`config.mk`:
```
export PLATFORM = sky130hd
export DESIGN_NAME = put_top
export DESIGN_NICKNAME = d
export VERILOG_FILES = /design/src/rtl/put_pkg.sv /design/src/rtl/put_sync.sv /design/src/rtl/put_div.sv /design/src/rtl/put_top.sv
export SDC_FILE = /design/constraint.sdc
export NUM_CORES = 1
export LEC_CHECK = 0
export ABC_AREA = 0
export BUFFER_PORTS_ARGS = -buffer_cell sky130_fd_sc_hd__buf_2
export CORE_MARGIN = 2
export CORE_UTILIZATION = 40
export CTS_CLUSTER_DIAMETER = 150
export DETAILED_ROUTE_END_ITERATION = 8
export GPL_ROUTABILITY_DRIVEN = 0
export PLACE_DENSITY = 0.66
export REMOVE_ABC_BUFFERS = 1
export SLEW_MARGIN = 10
export SYNTH_ARGS = -nofsm -noshare
export SYNTH_HDL_FRONTEND = slang
export SYNTH_SLANG_ARGS = --single-unit
```
`constraint.sdc`:
```
create_clock -name CLK -period 3 [get_ports CLK]
set_clock_uncertainty 0.05 [all_clocks]
set_input_delay 0.3 -clock CLK [delete_from_list [all_inputs] [get_ports CLK]]
set_output_delay 0.3 -clock CLK [all_outputs]
set_load 0.01 [all_outputs]
```
`src/rtl/put_pkg.sv`:
```
// shared constants and types of the pacer and user timer block
// Operation
// - Conversion triggers come at the 2 MHz reference divided by both pacer divisors in cascade.
// - A pacer divisor of zero stops the conversion triggers completely.
// - The two pacer counters only divide the reference for the trigger and do nothing else.
// - The user counter counts reference ticks or, when set to, edges of the external clock pin.
// - The user counter offers counting modes zero to five, each chosen in the control register and run with a loaded count.
// - Software can read the live count of the user counter while it runs.
// - One-shot mode with a count of zero never arms the user counter and holds its output high.
// - Stopping acquisition disables the trigger and halts the pacer but keeps the sample count.
package put_pkg;
  localparam int CLK_HZ = 100_000_000;
  localparam int REF_HZ = 2_000_000;
  localparam int PRE_W = 6;
  localparam logic [PRE_W-1:0] TICK_LAST = PRE_W'(CLK_HZ / REF_HZ - 1);
  localparam int AW = 4;
  localparam int DW = 16;
  localparam logic [AW-1:0] A_DIV1 = 4'h0;
  localparam logic [AW-1:0] A_DIV2 = 4'h1;
  localparam logic [AW-1:0] A_ULOAD = 4'h2;
  localparam logic [AW-1:0] A_UCTRL = 4'h3;
  localparam logic [AW-1:0] A_UCNT = 4'h4;
  localparam logic [AW-1:0] A_ACQ = 4'h5;
  localparam logic [AW-1:0] A_SAMPLES = 4'h6;
  localparam logic [AW-1:0] A_STATUS = 4'h7;
  localparam int CTRL_MODE_LSB = 0;
  localparam int CTRL_SRC_BIT = 3;
  localparam int ACQ_EN_BIT = 0;
  localparam int STAT_OUT_BIT = 0;
  localparam int STAT_RUN_BIT = 1;
  localparam int STAT_ARM_BIT = 2;
  localparam int STAT_CNT_BIT = 3;
  localparam logic [DW-1:0] RST_DIV = 16'h0000;
  localparam logic [DW-1:0] RST_LOAD = 16'h0000;
  localparam logic [DW-1:0] CNT_ONE = 16'h0001;
  localparam logic [DW-1:0] CNT_TWO = 16'h0002;

  typedef enum logic [2:0] {
    M_TC_INT,
    M_ONE_SHOT,
    M_RATE,
    M_SQUARE,
    M_SW_STROBE,
    M_HW_STROBE
  } put_mode_e;

  // codes six and seven fold onto rate and square wave
  function automatic put_mode_e put_fold_mode(input logic [2:0] code);
    put_mode_e m;
    unique case (code)
      3'h0: m = M_TC_INT;
      3'h1: m = M_ONE_SHOT;
      3'h2: m = M_RATE;
      3'h3: m = M_SQUARE;
      3'h4: m = M_SW_STROBE;
      3'h5: m = M_HW_STROBE;
      3'h6: m = M_RATE;
      default: m = M_SQUARE;
    endcase
    return m;
  endfunction
endpackage

```
`src/rtl/put_sync.sv`:
```
// two-flop synchroniser for one pin
module put_sync (
  input wire logic clk,
  input wire logic rst_n,
  input wire logic ce,
  input wire logic d,
  output logic q
);
  typedef struct packed {
    logic s1;
    logic s2;
  } put_sync_s;

  put_sync_s st_reg;
  put_sync_s st_next;

  always_comb
  begin
    st_next.s1 = d;
    st_next.s2 = st_reg.s1;
  end

  always_ff @(posedge clk or negedge rst_n)
  begin
    if (!rst_n)
    begin
      st_reg <= '0;
    end
    else if (ce)
    begin
      st_reg <= st_next;
    end
  end

  assign q = st_reg.s2;
endmodule

```
`src/rtl/put_div.sv`:
```
// one pacer divider stage: terminal-count pulse every divisor steps
module put_div
  import put_pkg::*;
(
  input wire logic clk,
  input wire logic rst_n,
  input wire logic ce,
  input wire logic run,
  input wire logic step,
  input wire logic [put_pkg::DW-1:0] divisor,
  output logic tc
);
  typedef struct packed {
    logic [DW-1:0] cnt;
    logic tc;
  } put_div_s;

  put_div_s st_reg;
  put_div_s st_next;

  always_comb
  begin
    st_next = st_reg;
    st_next.tc = 1'b0;
    if (!run || divisor == '0)
    begin
      st_next.cnt = '0;
    end
    else if (st_reg.cnt == '0)
    begin
      // arm on start so the first period is a full one
      st_next.cnt = divisor;
    end
    else if (step)
    begin
      if (st_reg.cnt == CNT_ONE)
      begin
        st_next.cnt = divisor;
        st_next.tc = 1'b1;
      end
      else
      begin
        st_next.cnt = st_reg.cnt - CNT_ONE;
      end
    end
  end

  always_ff @(posedge clk or negedge rst_n)
  begin
    if (!rst_n)
    begin
      st_reg <= '0;
    end
    else if (ce)
    begin
      st_reg <= st_next;
    end
  end

  assign tc = st_reg.tc;
endmodule

```
`src/rtl/put_top.sv`:
```
// pacer trigger and user timer with register port
//
// Local design decisions: the address-and-strobe port and the register addresses.
module put_top (
  input wire logic CLK,
  input wire logic RESET_N,
  input wire logic CE,
  input wire logic [put_pkg::AW-1:0] ADDR,
  input wire logic [put_pkg::DW-1:0] WDATA,
  input wire logic WR,
  input wire logic RD,
  output logic [put_pkg::DW-1:0] RDATA,
  input wire logic EXT_CLK,
  input wire logic GATE,
  output logic CONV_TRIG,
  output logic USER_OUT
);
  import put_pkg::*;

  typedef struct packed {
    logic [PRE_W-1:0] pre;
    logic tick;
    logic [DW-1:0] div1;
    logic [DW-1:0] div2;
    logic [DW-1:0] load;
    logic [DW-1:0] cnt;
    put_mode_e mode;
    logic src_ext;
    logic trig_en;
    logic [DW-1:0] samples;
    logic out;
    logic armed;
    logic counting;
    logic gate_d;
    logic ext_d;
    logic [DW-1:0] rdata;
  } put_top_s;

  put_top_s st_reg;
  put_top_s st_next;
  logic ext_s;
  logic gate_s;
  logic tc1;
  logic tc2;
  logic ext_rise;
  logic gate_rise;
  logic step;
  logic wr_ctrl;
  logic wr_load;

  put_sync u_sync_ext (
    .clk(CLK),
    .rst_n(RESET_N),
    .ce(CE),
    .d(EXT_CLK),
    .q(ext_s)
  );

  put_sync u_sync_gate (
    .clk(CLK),
    .rst_n(RESET_N),
    .ce(CE),
    .d(GATE),
    .q(gate_s)
  );

  // pacer stages see only the enable and their step: the reference tick for the first, its terminal count for the second
  put_div u_div1 (
    .clk(CLK),
    .rst_n(RESET_N),
    .ce(CE),
    .run(st_reg.trig_en),
    .step(st_reg.tick),
    .divisor(st_reg.div1),
    .tc(tc1)
  );

  put_div u_div2 (
    .clk(CLK),
    .rst_n(RESET_N),
    .ce(CE),
    .run(st_reg.trig_en),
    .step(tc1),
    .divisor(st_reg.div2),
    .tc(tc2)
  );

  assign ext_rise = ext_s & ~st_reg.ext_d;
  assign gate_rise = gate_s & ~st_reg.gate_d;
  assign step = st_reg.src_ext ? ext_rise : st_reg.tick;
  assign wr_ctrl = WR && ADDR == A_UCTRL;
  assign wr_load = WR && ADDR == A_ULOAD;

  always_comb
  begin
    st_next = st_reg;
    st_next.gate_d = gate_s;
    st_next.ext_d = ext_s;
    st_next.rdata = '0;
    // reference tick at 2 MHz
    st_next.tick = 1'b0;
    if (st_reg.pre == TICK_LAST)
    begin
      st_next.pre = '0;
      st_next.tick = 1'b1;
    end
    else
    begin
      st_next.pre = st_reg.pre + PRE_W'(1);
    end

    // samples counted on each issued trigger
    if (tc2)
    begin
      st_next.samples = st_reg.samples + CNT_ONE;
    end

    if (WR)
    begin
      unique case (ADDR)
        A_DIV1: st_next.div1 = WDATA;
        A_DIV2: st_next.div2 = WDATA;
        A_ACQ:
        begin
          st_next.trig_en = WDATA[ACQ_EN_BIT];
          if (WDATA[ACQ_EN_BIT] && !st_reg.trig_en)
          begin
            // a trailing trigger in the same cycle still counts
            st_next.samples = tc2 ? CNT_ONE : '0;
          end
        end
        default: ;
      endcase
    end

    if (wr_ctrl)
    begin
      st_next.mode = put_fold_mode(WDATA[CTRL_MODE_LSB +: 3]);
      st_next.src_ext = WDATA[CTRL_SRC_BIT];
      st_next.counting = 1'b0;
      st_next.armed = 1'b0;
      st_next.out = put_fold_mode(WDATA[CTRL_MODE_LSB +: 3]) != M_TC_INT;
    end
    else if (wr_load)
    begin
      st_next.load = WDATA;
      unique case (st_reg.mode)
        M_ONE_SHOT, M_HW_STROBE:
        begin
          // a zero count never arms: output parks high
          st_next.armed = WDATA != '0;
          st_next.out = 1'b1;
        end
        default:
        begin
          st_next.cnt = WDATA;
          st_next.counting = 1'b1;
          st_next.out = st_reg.mode != M_TC_INT;
        end
      endcase
    end
    else if (gate_rise && st_reg.armed &&
             (st_reg.mode == M_ONE_SHOT || st_reg.mode == M_HW_STROBE))
    begin
      st_next.cnt = st_reg.load;
      st_next.counting = 1'b1;
      st_next.out = st_reg.mode != M_ONE_SHOT;
    end
    else if (st_reg.counting && step)
    begin
      unique case (st_reg.mode)
        M_TC_INT:
        begin
          if (gate_s)
          begin
            st_next.cnt = st_reg.cnt - CNT_ONE;
            if (st_reg.cnt == CNT_ONE)
            begin
              st_next.out = 1'b1;
              st_next.counting = 1'b0;
            end
          end
        end
        M_ONE_SHOT:
        begin
          st_next.cnt = st_reg.cnt - CNT_ONE;
          if (st_reg.cnt == CNT_ONE)
          begin
            st_next.out = 1'b1;
            st_next.counting = 1'b0;
          end
        end
        M_RATE:
        begin
          if (gate_s)
          begin
            st_next.cnt = st_reg.cnt == CNT_ONE ? st_reg.load : st_reg.cnt - CNT_ONE;
            st_next.out = st_reg.cnt != CNT_TWO;
          end
        end
        M_SQUARE:
        begin
          if (gate_s)
          begin
            if (st_reg.cnt <= CNT_TWO)
            begin
              st_next.cnt = st_reg.load;
              st_next.out = ~st_reg.out;
            end
            else
            begin
              st_next.cnt = st_reg.cnt - CNT_TWO;
            end
          end
        end
        M_SW_STROBE, M_HW_STROBE:
        begin
          // strobe lasts one count step, then the counter idles
          if (!st_reg.out)
          begin
            st_next.out = 1'b1;
            st_next.counting = 1'b0;
          end
          else if (gate_s || st_reg.mode == M_HW_STROBE)
          begin
            st_next.cnt = st_reg.cnt - CNT_ONE;
            st_next.out = st_reg.cnt != CNT_ONE;
          end
        end
        default: ;
      endcase
    end

    // a low gate forces the periodic modes high
    if (!gate_s && (st_reg.mode == M_RATE || st_reg.mode == M_SQUARE) && !wr_ctrl)
    begin
      st_next.out = 1'b1;
    end

    if (RD)
    begin
      unique case (ADDR)
        A_DIV1: st_next.rdata = st_reg.div1;
        A_DIV2: st_next.rdata = st_reg.div2;
        A_ULOAD: st_next.rdata = st_reg.load;
        A_UCTRL: st_next.rdata = {12'h000, st_reg.src_ext, st_reg.mode};
        A_UCNT: st_next.rdata = st_reg.cnt;
        A_ACQ: st_next.rdata = {15'h0000, st_reg.trig_en};
        A_SAMPLES: st_next.rdata = st_reg.samples;
        A_STATUS:
        begin
          st_next.rdata[STAT_OUT_BIT] = st_reg.out;
          st_next.rdata[STAT_RUN_BIT] = st_reg.trig_en;
          st_next.rdata[STAT_ARM_BIT] = st_reg.armed;
          st_next.rdata[STAT_CNT_BIT] = st_reg.counting;
        end
        default: st_next.rdata = '0;
      endcase
    end
  end

  always_ff @(posedge CLK or negedge RESET_N)
  begin
    if (!RESET_N)
    begin
      st_reg <= '0;
      st_reg.div1 <= RST_DIV;
      st_reg.div2 <= RST_DIV;
      st_reg.load <= RST_LOAD;
      st_reg.mode <= M_ONE_SHOT;
      st_reg.out <= 1'b1;
    end
    else if (CE)
    begin
      st_reg <= st_next;
    end
  end

  assign RDATA = st_reg.rdata;
  assign CONV_TRIG = tc2;
  assign USER_OUT = st_reg.out;
endmodule

```
Word-level counts from Yosys, hierarchy flattened

Cells that the tools add are included.

Register bits: 151
Latch bits: 0
RAM bits: 0
Memory bits (read-only): 0
Input bits: 27
Output and inout port bits: 18
Logic and storage cells: 187
Memories: 0

$add $sub $neg: 6
$mul: 0
Divide/modulo/power cells: 0
Magnitude comparators: 1
Equality and inequality tests: 37
Shift operators: 0
Multiplexer cells: 63
Bitwise logic cells: 6
Reductions and logical operators: 50

Operators by type and width:

| kind                                                  | number |
|---|---|
| two-way mux 16 bit                                    | 22 |
| one-hot mux 16 bit (5 select lines)                   | 1 |
| zero test 16 bit                                      | 4 |
| one-hot mux 12 bit (5 select lines)                   | 1 |
| == test 16 x 1 -> 1 bit (second input constant)       | 3 |
| subtractor 16 x 1 -> 16 bit (second input constant)   | 3 |
| two-way mux 17 bit                                    | 2 |
| one-hot mux 4 bit (8 select lines)                    | 1 |
| two-way mux 1 bit                                     | 30 |
| adder 16 x 1 -> 16 bit (second input constant)        | 1 |
| == test 4 x 3 -> 1 bit (second input constant)        | 4 |
| <= comparator 16 x 2 -> 1 bit (second input constant) | 1 |
| != test 16 x 1 -> 1 bit (second input constant)       | 1 |
| != test 16 x 2 -> 1 bit (second input constant)       | 1 |
| nonzero test 16 bit                                   | 1 |
| subtractor 16 x 2 -> 16 bit (second input constant)   | 1 |
| == test 3 bit (second input constant)                 | 5 |
| one-hot mux 3 bit (5 select lines)                    | 1 |
| AND reduction 3 bit                                   | 5 |
| nonzero test 3 bit                                    | 5 |
| != test 4 x 3 -> 1 bit (second input constant)        | 3 |
| != test 6 x 4 -> 1 bit (second input constant)        | 2 |
| != test 6 x 5 -> 1 bit (second input constant)        | 2 |
| AND reduction 10 bit                                  | 1 |
| other kinds (33)                                      | 62 |

Longest topological paths before layout

Gate-level depths: netlist of the first run.

Depth after elaboration: 10
Mapped depth: 9
Depth with buffers taken out: 8

Hierarchy

From an unflattened synthesis of the first run, not the netlist that was laid out.

Cells, all modules: 1006
Area total of the unflattened synthesis: 9335.2 µm²

Modules (own cells, without submodules):

| module           | times used | cells an instance | area an instance (µm²) | seq. area each (µm²) |
|---|---|---|---|---|
| put_top          | 1          | 698               | 6633.9                 | 2830.2 |
| put_div (u_div2) | 1          | 153               | 1286.2                 | 425.4 |
| put_div (u_div1) | 1          | 147               | 1270.0                 | 425.4 |
| put_sync         | 2          | 4                 | 72.6                   | 50.0 |

Least setup slack after synthesis of the first run

No wires, ideal clock.

Path type: register -> register
Start: register u_div2.st_reg[9] (netlist name)
End: register u_div2.st_reg[6] (netlist name)
Library setup time: 0.129 ns
Data arrival time: 2.262 ns
Data required time: 2.821 ns
Setup slack: 0.560 ns
Stages on the path, launching flop included: 10
Path buffers: 3
Period minus slack after synthesis: 2.440 ns
Path through: dfrtp_1 -> or3_1 -> clkbuf_1 -> or3_1 -> buf_2 -> nor3_2 -> buf_2 -> o211ai_1 -> o211ai_1 -> o21ai_1

Word-level cells in the longest chain between the ends: 5
Elaborated cells between the ends (all ways): 8
Classes of those cells: eq/ne (1); mux (4); reduce/logical (3)

RTL lines:

| what                    | line          | text |
|---|---|---|
| start, declared         | put_div.sv:18 | `put_div_s st_reg;` |
| start signal, assigned  | put_div.sv:56 | `st_reg <= st_next;` |
| == test 16 x 1 -> 1 bit | put_div.sv:36 | `if (st_reg.cnt == CNT_ONE)` |
| two-way mux 16 bit      | put_div.sv:36 |  |
| two-way mux 17 bit      | put_div.sv:34 | `else if (step)` |
| two-way mux 16 bit      | put_div.sv:29 | `else if (st_reg.cnt == '0)` |
| two-way mux 16 bit      | put_div.sv:25 | `if (!run \|\| divisor == '0)` |

Several ways; a longest one is shown, not always the timed one. The select of a mux whose other input is x is not followed.
A chain may end at the register's enable or synchronous reset.

Worst setup path in the final report of the first run

Start: register u_div2.st_reg[9] (netlist name)
End: register u_div2.st_reg[13] (netlist name)

Word-level cells in the longest chain between the ends: 5
Elaborated cells between the ends (all ways): 9
Classes of those cells: add/sub (1); eq/ne (1); mux (4); reduce/logical (3)

RTL lines:

| what                                                                          | line |
|---|---|
| subtractor 16 x 1 -> 16 bit / == test 16 x 1 -> 1 bit (equally long branches) | put_div.sv:43, put_div.sv:36 |
| two-way mux 16 bit                                                            | put_div.sv:36 |
| two-way mux 17 bit                                                            | put_div.sv:34 |
| two-way mux 16 bit                                                            | put_div.sv:29 |
| two-way mux 16 bit                                                            | put_div.sv:25 |

Several ways; a longest one is shown, not always the timed one. The select of a mux whose other input is x is not followed.

==> results of run 1 <==
## cells by family (layout without fill, tap and decap cells)
| group | count (synthesis) | in the layout |
|---|---|---|
| flip-flops | 151 | 151 |
| multiplexers | 67 | 67 |
| XOR/XNOR | 31 | 31 |
| buffers and inverters | 112 | 154 |
| AND/OR/NAND/NOR | 296 | 296 |
| adder cells (fa/ha/maj) | 14 | 14 |
| AO/OA/AOI/OAI | 275 | 275 |
## worst max-delay path: stages, from the launching register on
cell     delay (ns)
dfrtp_1        0.41
or3_1          0.46
or3_1          0.52
o31ai_4        0.31
nor4b_4        0.57
a21oi_1        0.15
o22ai_1        0.17
## through the flow
stage	hold slack, ns	instance area (sq um)	setup WS (ns)	TNS, ns
after floorplan	-0.04559	8551	-0.1087	-1.030
after global placement	0.3445	9448	0.3370	0
after detailed placement	0.3316	9448	0.3074	0
after CTS	0.03908	10090	0.2935	0
after global routing	0.05693	10090	0.005952	0
final	0.05459	10090	0.2716	0
## cell type report
type                       instances  area (sq um)
tap                              280         350.3
timing repair buffer              83         534.3
fill                            2056         11730
clock inverter                    14         196.4
clock buffer                      18         439.2
sequential                       151          3781
inverter                          39         146.4
multi-input combinational        683          4646
## power by group through the flow
stage | clock, uW | sequential (uW) | combinational (uW)
global route | 2450 | 3170 | 5550
detailed placement | 0 | 3120 | 4860
CTS | 2360 | 3090 | 4890
finish | 2310 | 3110 | 4920
global placement | 0 | 3110 | 4800
floorplan | 0 | 2880 | 3190
## cells in the final DEF (no fill, tap or decap), types with 8 or more instances in the layout
| master | instances |
|---|---|
| o21ai_0 | 30 |
| nand4_1 | 14 |
| nor3_1 | 33 |
| buf_4 | 37 |
| and2_1 | 8 |
| inv_1 | 38 |
| xnor2_1 | 8 |
| a222oi_1 | 13 |
| a22oi_1 | 20 |
| mux2_2 | 60 |
| or3_1 | 14 |
| nand3_1 | 24 |
| a221oi_1 | 13 |
| a21oi_1 | 82 |
| buf_2 | 43 |
| nor4_1 | 23 |
| nand2_1 | 61 |
| xor2_1 | 23 |
| ha_1 | 14 |
| clkbuf_16 | 17 |
| o211ai_1 | 8 |
| nor2_1 | 67 |
| a211oi_1 | 8 |
| nand2b_1 | 9 |
| dfrtp_1 | 149 |
| a21o_1 | 16 |
| o22ai_1 | 22 |
## path summary, 6_finish.rpt
kind                                          to  slack, ns  cells past startpoint
min reg2reg                             RDATA[7]       0.42                      1
max reg2reg                    u_div2.st_reg[13]       0.27                      6
min in group asynchronous            st_reg[110]       0.42                      2
max                            u_div2.st_reg[13]       0.27                      6
min                        u_sync_ext.st_next[0]       0.05                      2
max in group asynchronous               USER_OUT       1.65                      3
## Yosys cell counts, types with 4 or more instances
cell | instances | share of area [%]
dfrtp_1 | 149 | 42
a21oi_1 | 82 | 4.6
nor2_1 | 67 | 2.8
nand2_1 | 61 | 2.6
mux2_2 | 60 | 7.6
clkbuf_1 | 38 | 1.6
inv_1 | 38 | 1.6
nor3_1 | 34 | 1.9
o21ai_0 | 30 | 1.7
nand3_1 | 24 | 1.3
nor4_1 | 24 | 1.7
xor2_1 | 23 | 2.3
o22ai_1 | 22 | 1.5
a22oi_1 | 20 | 1.7
a21o_1 | 16 | 1.3
buf_2 | 16 | 0.90
buf_4 | 16 | 1.3
ha_1 | 14 | 2.0
nand4_1 | 14 | 0.98
or3_1 | 14 | 0.98
a221oi_1 | 13 | 1.3
a222oi_1 | 13 | 1.5
nand2b_1 | 9 | 0.63
a211oi_1 | 8 | 0.67
and2_1 | 8 | 0.56
o211ai_1 | 8 | 0.67
xnor2_1 | 8 | 0.79
and3_1 | 7 | 0.49
nor2b_1 | 7 | 0.49
o2bb2ai_1 | 7 | 0.69
mux2i_1 | 6 | 0.67
a221o_1 | 5 | 0.56
a31oi_1 | 5 | 0.35
o311ai_0 | 5 | 0.49
nor3b_1 | 4 | 0.34
o31ai_1 | 4 | 0.34
or2_2 | 4 | 0.28
## per-layer routing
layer	wire length, um	vias up	global-route usage [%]
met5	0	-	0
met4	550	0	6.702
met3	1991	45	4.763
met2	12140	324	34.95
met1	11350	3843	31.12
li1	-	3584	-
==> flow_summary.ini, run 1 <==
[power_and_ir_drop]
p_switching_uw = 4400
power_density_mw_per_mm2 = 1025
p_clk_share_pct = 22.4
ir_drop_uv = 613.3
finalPower_uw = 10340
p_int_uw = 5943
p_sw_share_pct = 42.54
p_leak_uw = 0.004466
pwr-share-comb_pct = 47.5
p_seq_share_pct = 30.1

[worst_setup_path]
worstPathRequired_ns = 3.30
reg2reg_from = u_div2.st_reg[9]
worst_setup_path_end_kind = flop
path_class = flop to flop
arrival_ns = 3.03
worstPathMaxFanout = 10
crit_start = u_div2.st_reg[9]
startpoint_type = flop

[layout]
fin_nets = 1016
fin_util_pct = 46.25
drive_gt1_share_pct = 19.53
fin_cells = 1268
diodes = 0
largest_reg_flops = 96
areaGrowthSynthToFinish_pct = 13.35

[yosys]
synth_area_sq_mm = 0.008905
async_flop_share_pct = 100.0
synth_compound_area_share_pct = 21.08
synth_seq_cells = 151
synth_top_family_by_area = compound AO/OA/AOI/OAI gates
synth_mux_area_share_pct = 8.515
ys_seq_area_share_pct = 42.46
synth_edf_count = 0
synthCells = 946
synth-main-ff-cell = dfrtp_1
yosysWarnings = 0
synth.avg_cell_area_sq_um = 9.413
synth_xor_area_share_pct = 3.049
yosys.area_share.simple_pct = 17.31
synth_cell_types = 75
synth_adder_area_share_pct = 1.967

[place]
dp.final_hpwl_um = 18510
place_inst = 1235
numPortBuffers = 44

[global_routing]
grt_max_degree = 76
grt_pass1_wl_um = 41560
grt_pass1_vias = 7390
grt.total_usage_pct = 22.31
antenna_found_initial = 0
overflow = 0

[floorplanning]
die_x_um = 153.2
dieArea_sq_mm = 0.02347
die_h_um = 153.2
fp.coreArea_sq_mm = 0.02182
num_rows = 54
ios = 45
start_util_pct = 40.80

[cts]
clock_path_buffers = 2
postCtsSetupBuffers = 0
cts.sink_count = 151
insertion_delay_ns = 0.43
cts_tree = built
ctsResizeCount = 0
cts.clk_slew.worst_paths_ns = 0.06
root_buffer = clkbuf_16
cts_max_level = 4
postCtsHoldBufs = 1
cts-buffers-inserted = 17

[drt]
drt_first_pass_iters = 8
viasPerCell = 6.148
ant_nets = 0
num_vias = 7796
drtIter0Drc = 738
drc = 0
avgRoutedWirePerCell_um = 20.53
wl_um = 26030

[timing]
max_freq_mhz = 366.5
maxSlewViolCount = 0
tightest_slew_ns = 0.7624
period_minus_slack_ns = 2.728
setup_violations = 0
finalHoldViolCount = 0
maxSlewHeadroom_pct = 48.71
period_share_pct = 90.95
rsz0062_at_grt = false

[run]
drv_cap = 0

[outcome]
status = complete, no violations

[worst_hold_path]
min_path_type = input pin to flop
hold_start = EXT_CLK
Note: power is estimated with default switching activity, not from simulation.
==> inputs of run 2 (changes only) <==
clock period = 3.38 ns   (was 3 ns; I/O delays follow)
==> run 2 against run 1 <==
Net effect: global-route usage up 0.69 points; maximum frequency down 6.6%; via count up 0.90%; critical path depth unchanged; count of clock-buffer cells in the layout unchanged; highest routed layer unchanged.
==> flow_summary.ini, run 2 (synthesis results as in run 1) <==
[cts]
cts_tree = built
root_buffer = clkbuf_16
cts-buffers-inserted = 17
clock_path_buffers = 2
insertion_delay_ns = 0.43
cts_max_level = 4
cts.sink_count = 151
postCtsSetupBuffers = 0
cts.clk_slew.worst_paths_ns = 0.07
ctsResizeCount = 0

[power_and_ir_drop]
ir_drop_uv = 549.1
p_leak_uw = 0.004465
power_density_mw_per_mm2 = 922.1
finalPower_uw = 9310

[global_routing]
overflow = 0
grt_pass1_wl_um = 42790
grt_pass1_vias = 7431
grt.total_usage_pct = 23.00
grt_max_degree = 68
antenna_found_initial = 0

[drt]
wl_met3_um = 1591
route.met2.wl_um = 12330
viasPerCell = 6.218
drc = 0
met1_length_um = 12090
wl_um = 26780
ant_nets = 0
drtIter0Drc = 768
avgRoutedWirePerCell_um = 21.17
drt_first_pass_iters = 7
dr.max_layer_used = met4
num_vias = 7866

[run]
drv_cap = 0

[layout]
layout_common_cells = 149 x dfrtp_1, 82 x a21oi_1, 67 x nor2_1, 61 x nand2_1, 60 x mux2_2
areaGrowthSynthToFinish_pct = 13.39
diodes = 0
fin_nets = 1013
fin_cells = 1265
drive_gt1_share_pct = 19.29
largest_reg_flops = 96
fillCellCount = 2064
final_common_cell = dfrtp_1

[timing]
finalHoldViolCount = 0
period_share_pct = 86.40
setup_slack_ns = 0.4597
tightest_slew_ns = 0.9910
maxSlewViolCount = 0
setup_violations = 0
period_minus_slack_ns = 2.920
max_freq_mhz = 342.4
maxSlewHeadroom_pct = 33.24
rsz0062_at_grt = false
timing.hold.ws_ns = 0.08879
fin_setup_tns_ns = 0

[floorplanning]
ios = 45
num_rows = 54
die_x_um = 153.2
fp.coreArea_sq_mm = 0.02182
die_h_um = 153.2
start_util_pct = 40.80
dieArea_sq_mm = 0.02347

[worst_setup_path]
worstPathMaxFanout = 6
worst_setup_path_end_kind = flop
crit_buf_inv = 0
startpoint_type = flop
slowest_delay_ns = 0.67
path_class = flop to flop
reg2reg_from = st_reg[44]
crit_start = st_reg[44]
slowest_stage = nor4_1
crit_chain = nor4_1, nand4_1, a21oi_1, nor2_1, a221oi_1, a21oi_1
crit_path_frequent_cell = a21oi_1
worstPathRequired_ns = 3.64
arrival_ns = 3.18
path_delay_family = simple AND/OR/NAND/NOR gates

[place]
place_inst = 1232
dp.final_hpwl_um = 18950
numPortBuffers = 44
pre_cts_ws_ns = 0.6024

[worst_hold_path]
min_path_type = input pin to flop
hold_start = GATE

[outcome]
status = complete, no violations
[run 2: changes by cell type in the layout (fill, tap and decap cells not counted), sizes merged]
cell and change:
clkinv +2, clkinvlp -1, inv -2, bufinv +1
buf -3
[run 2: path summary, 6_finish.rpt]
| check | cells past startpoint | slack [ns] | endpoint |
|---|---|---|---|
| worst max-delay path | 6 | 0.46 | st_reg[45] |
| min in group asynchronous | 2 | 0.41 | st_reg[107] |
| worst max register to register | 6 | 0.46 | st_reg[45] |
| max in group asynchronous | 3 | 2.07 | RDATA[14] |
| worst min-delay path | 2 | 0.09 | u_sync_gate.st_next[0] |
| worst min register to register | 1 | 0.42 | RDATA[12] |
[run 2: final cells by class]
type	instances	area, sq um	share of cell area [%]
inverter	39	146.4	1.450
tap	280	350.3	3.470
timing repair buffer	80	511.7	5.068
sequential	151	3781	37.45
clock inverter	14	222.7	2.206
clock buffer	18	439.2	4.349
multi-input combinational	683	4646	46.01
[run 2: what timing repair did]
item,CTS,global route
hold buffers,1,0
endpoints found under the setup margin,0,0
endpoints found under the hold margin,62,0
[run 2: report_power, final]
| part | total, uW | switching, uW | internal [uW] |
|---|---|---|---|
| Clock | 2160 | 820 | 1340 |
| Sequential | 2770 | 565 | 2200 |
| Combinational | 4380 | 2590 | 1800 |
[run 2: per-layer routing]
layer  vias to the layer above  GRT usage (%)
met5                         -              0
met2                       296          35.35
met3                        42          4.168
met1                      3950          32.59
li1                       3578              -
met4                         0          8.333
[run 2: stage by stage]
step | instance area (sq um) | util, %
after floorplan | 8551 | -
after global placement | 9425 | 43.19
after detailed placement | 9425 | 43.19
after CTS | 10100 | 46.27
after global routing | 10100 | 46.27
final | 10100 | 46.27
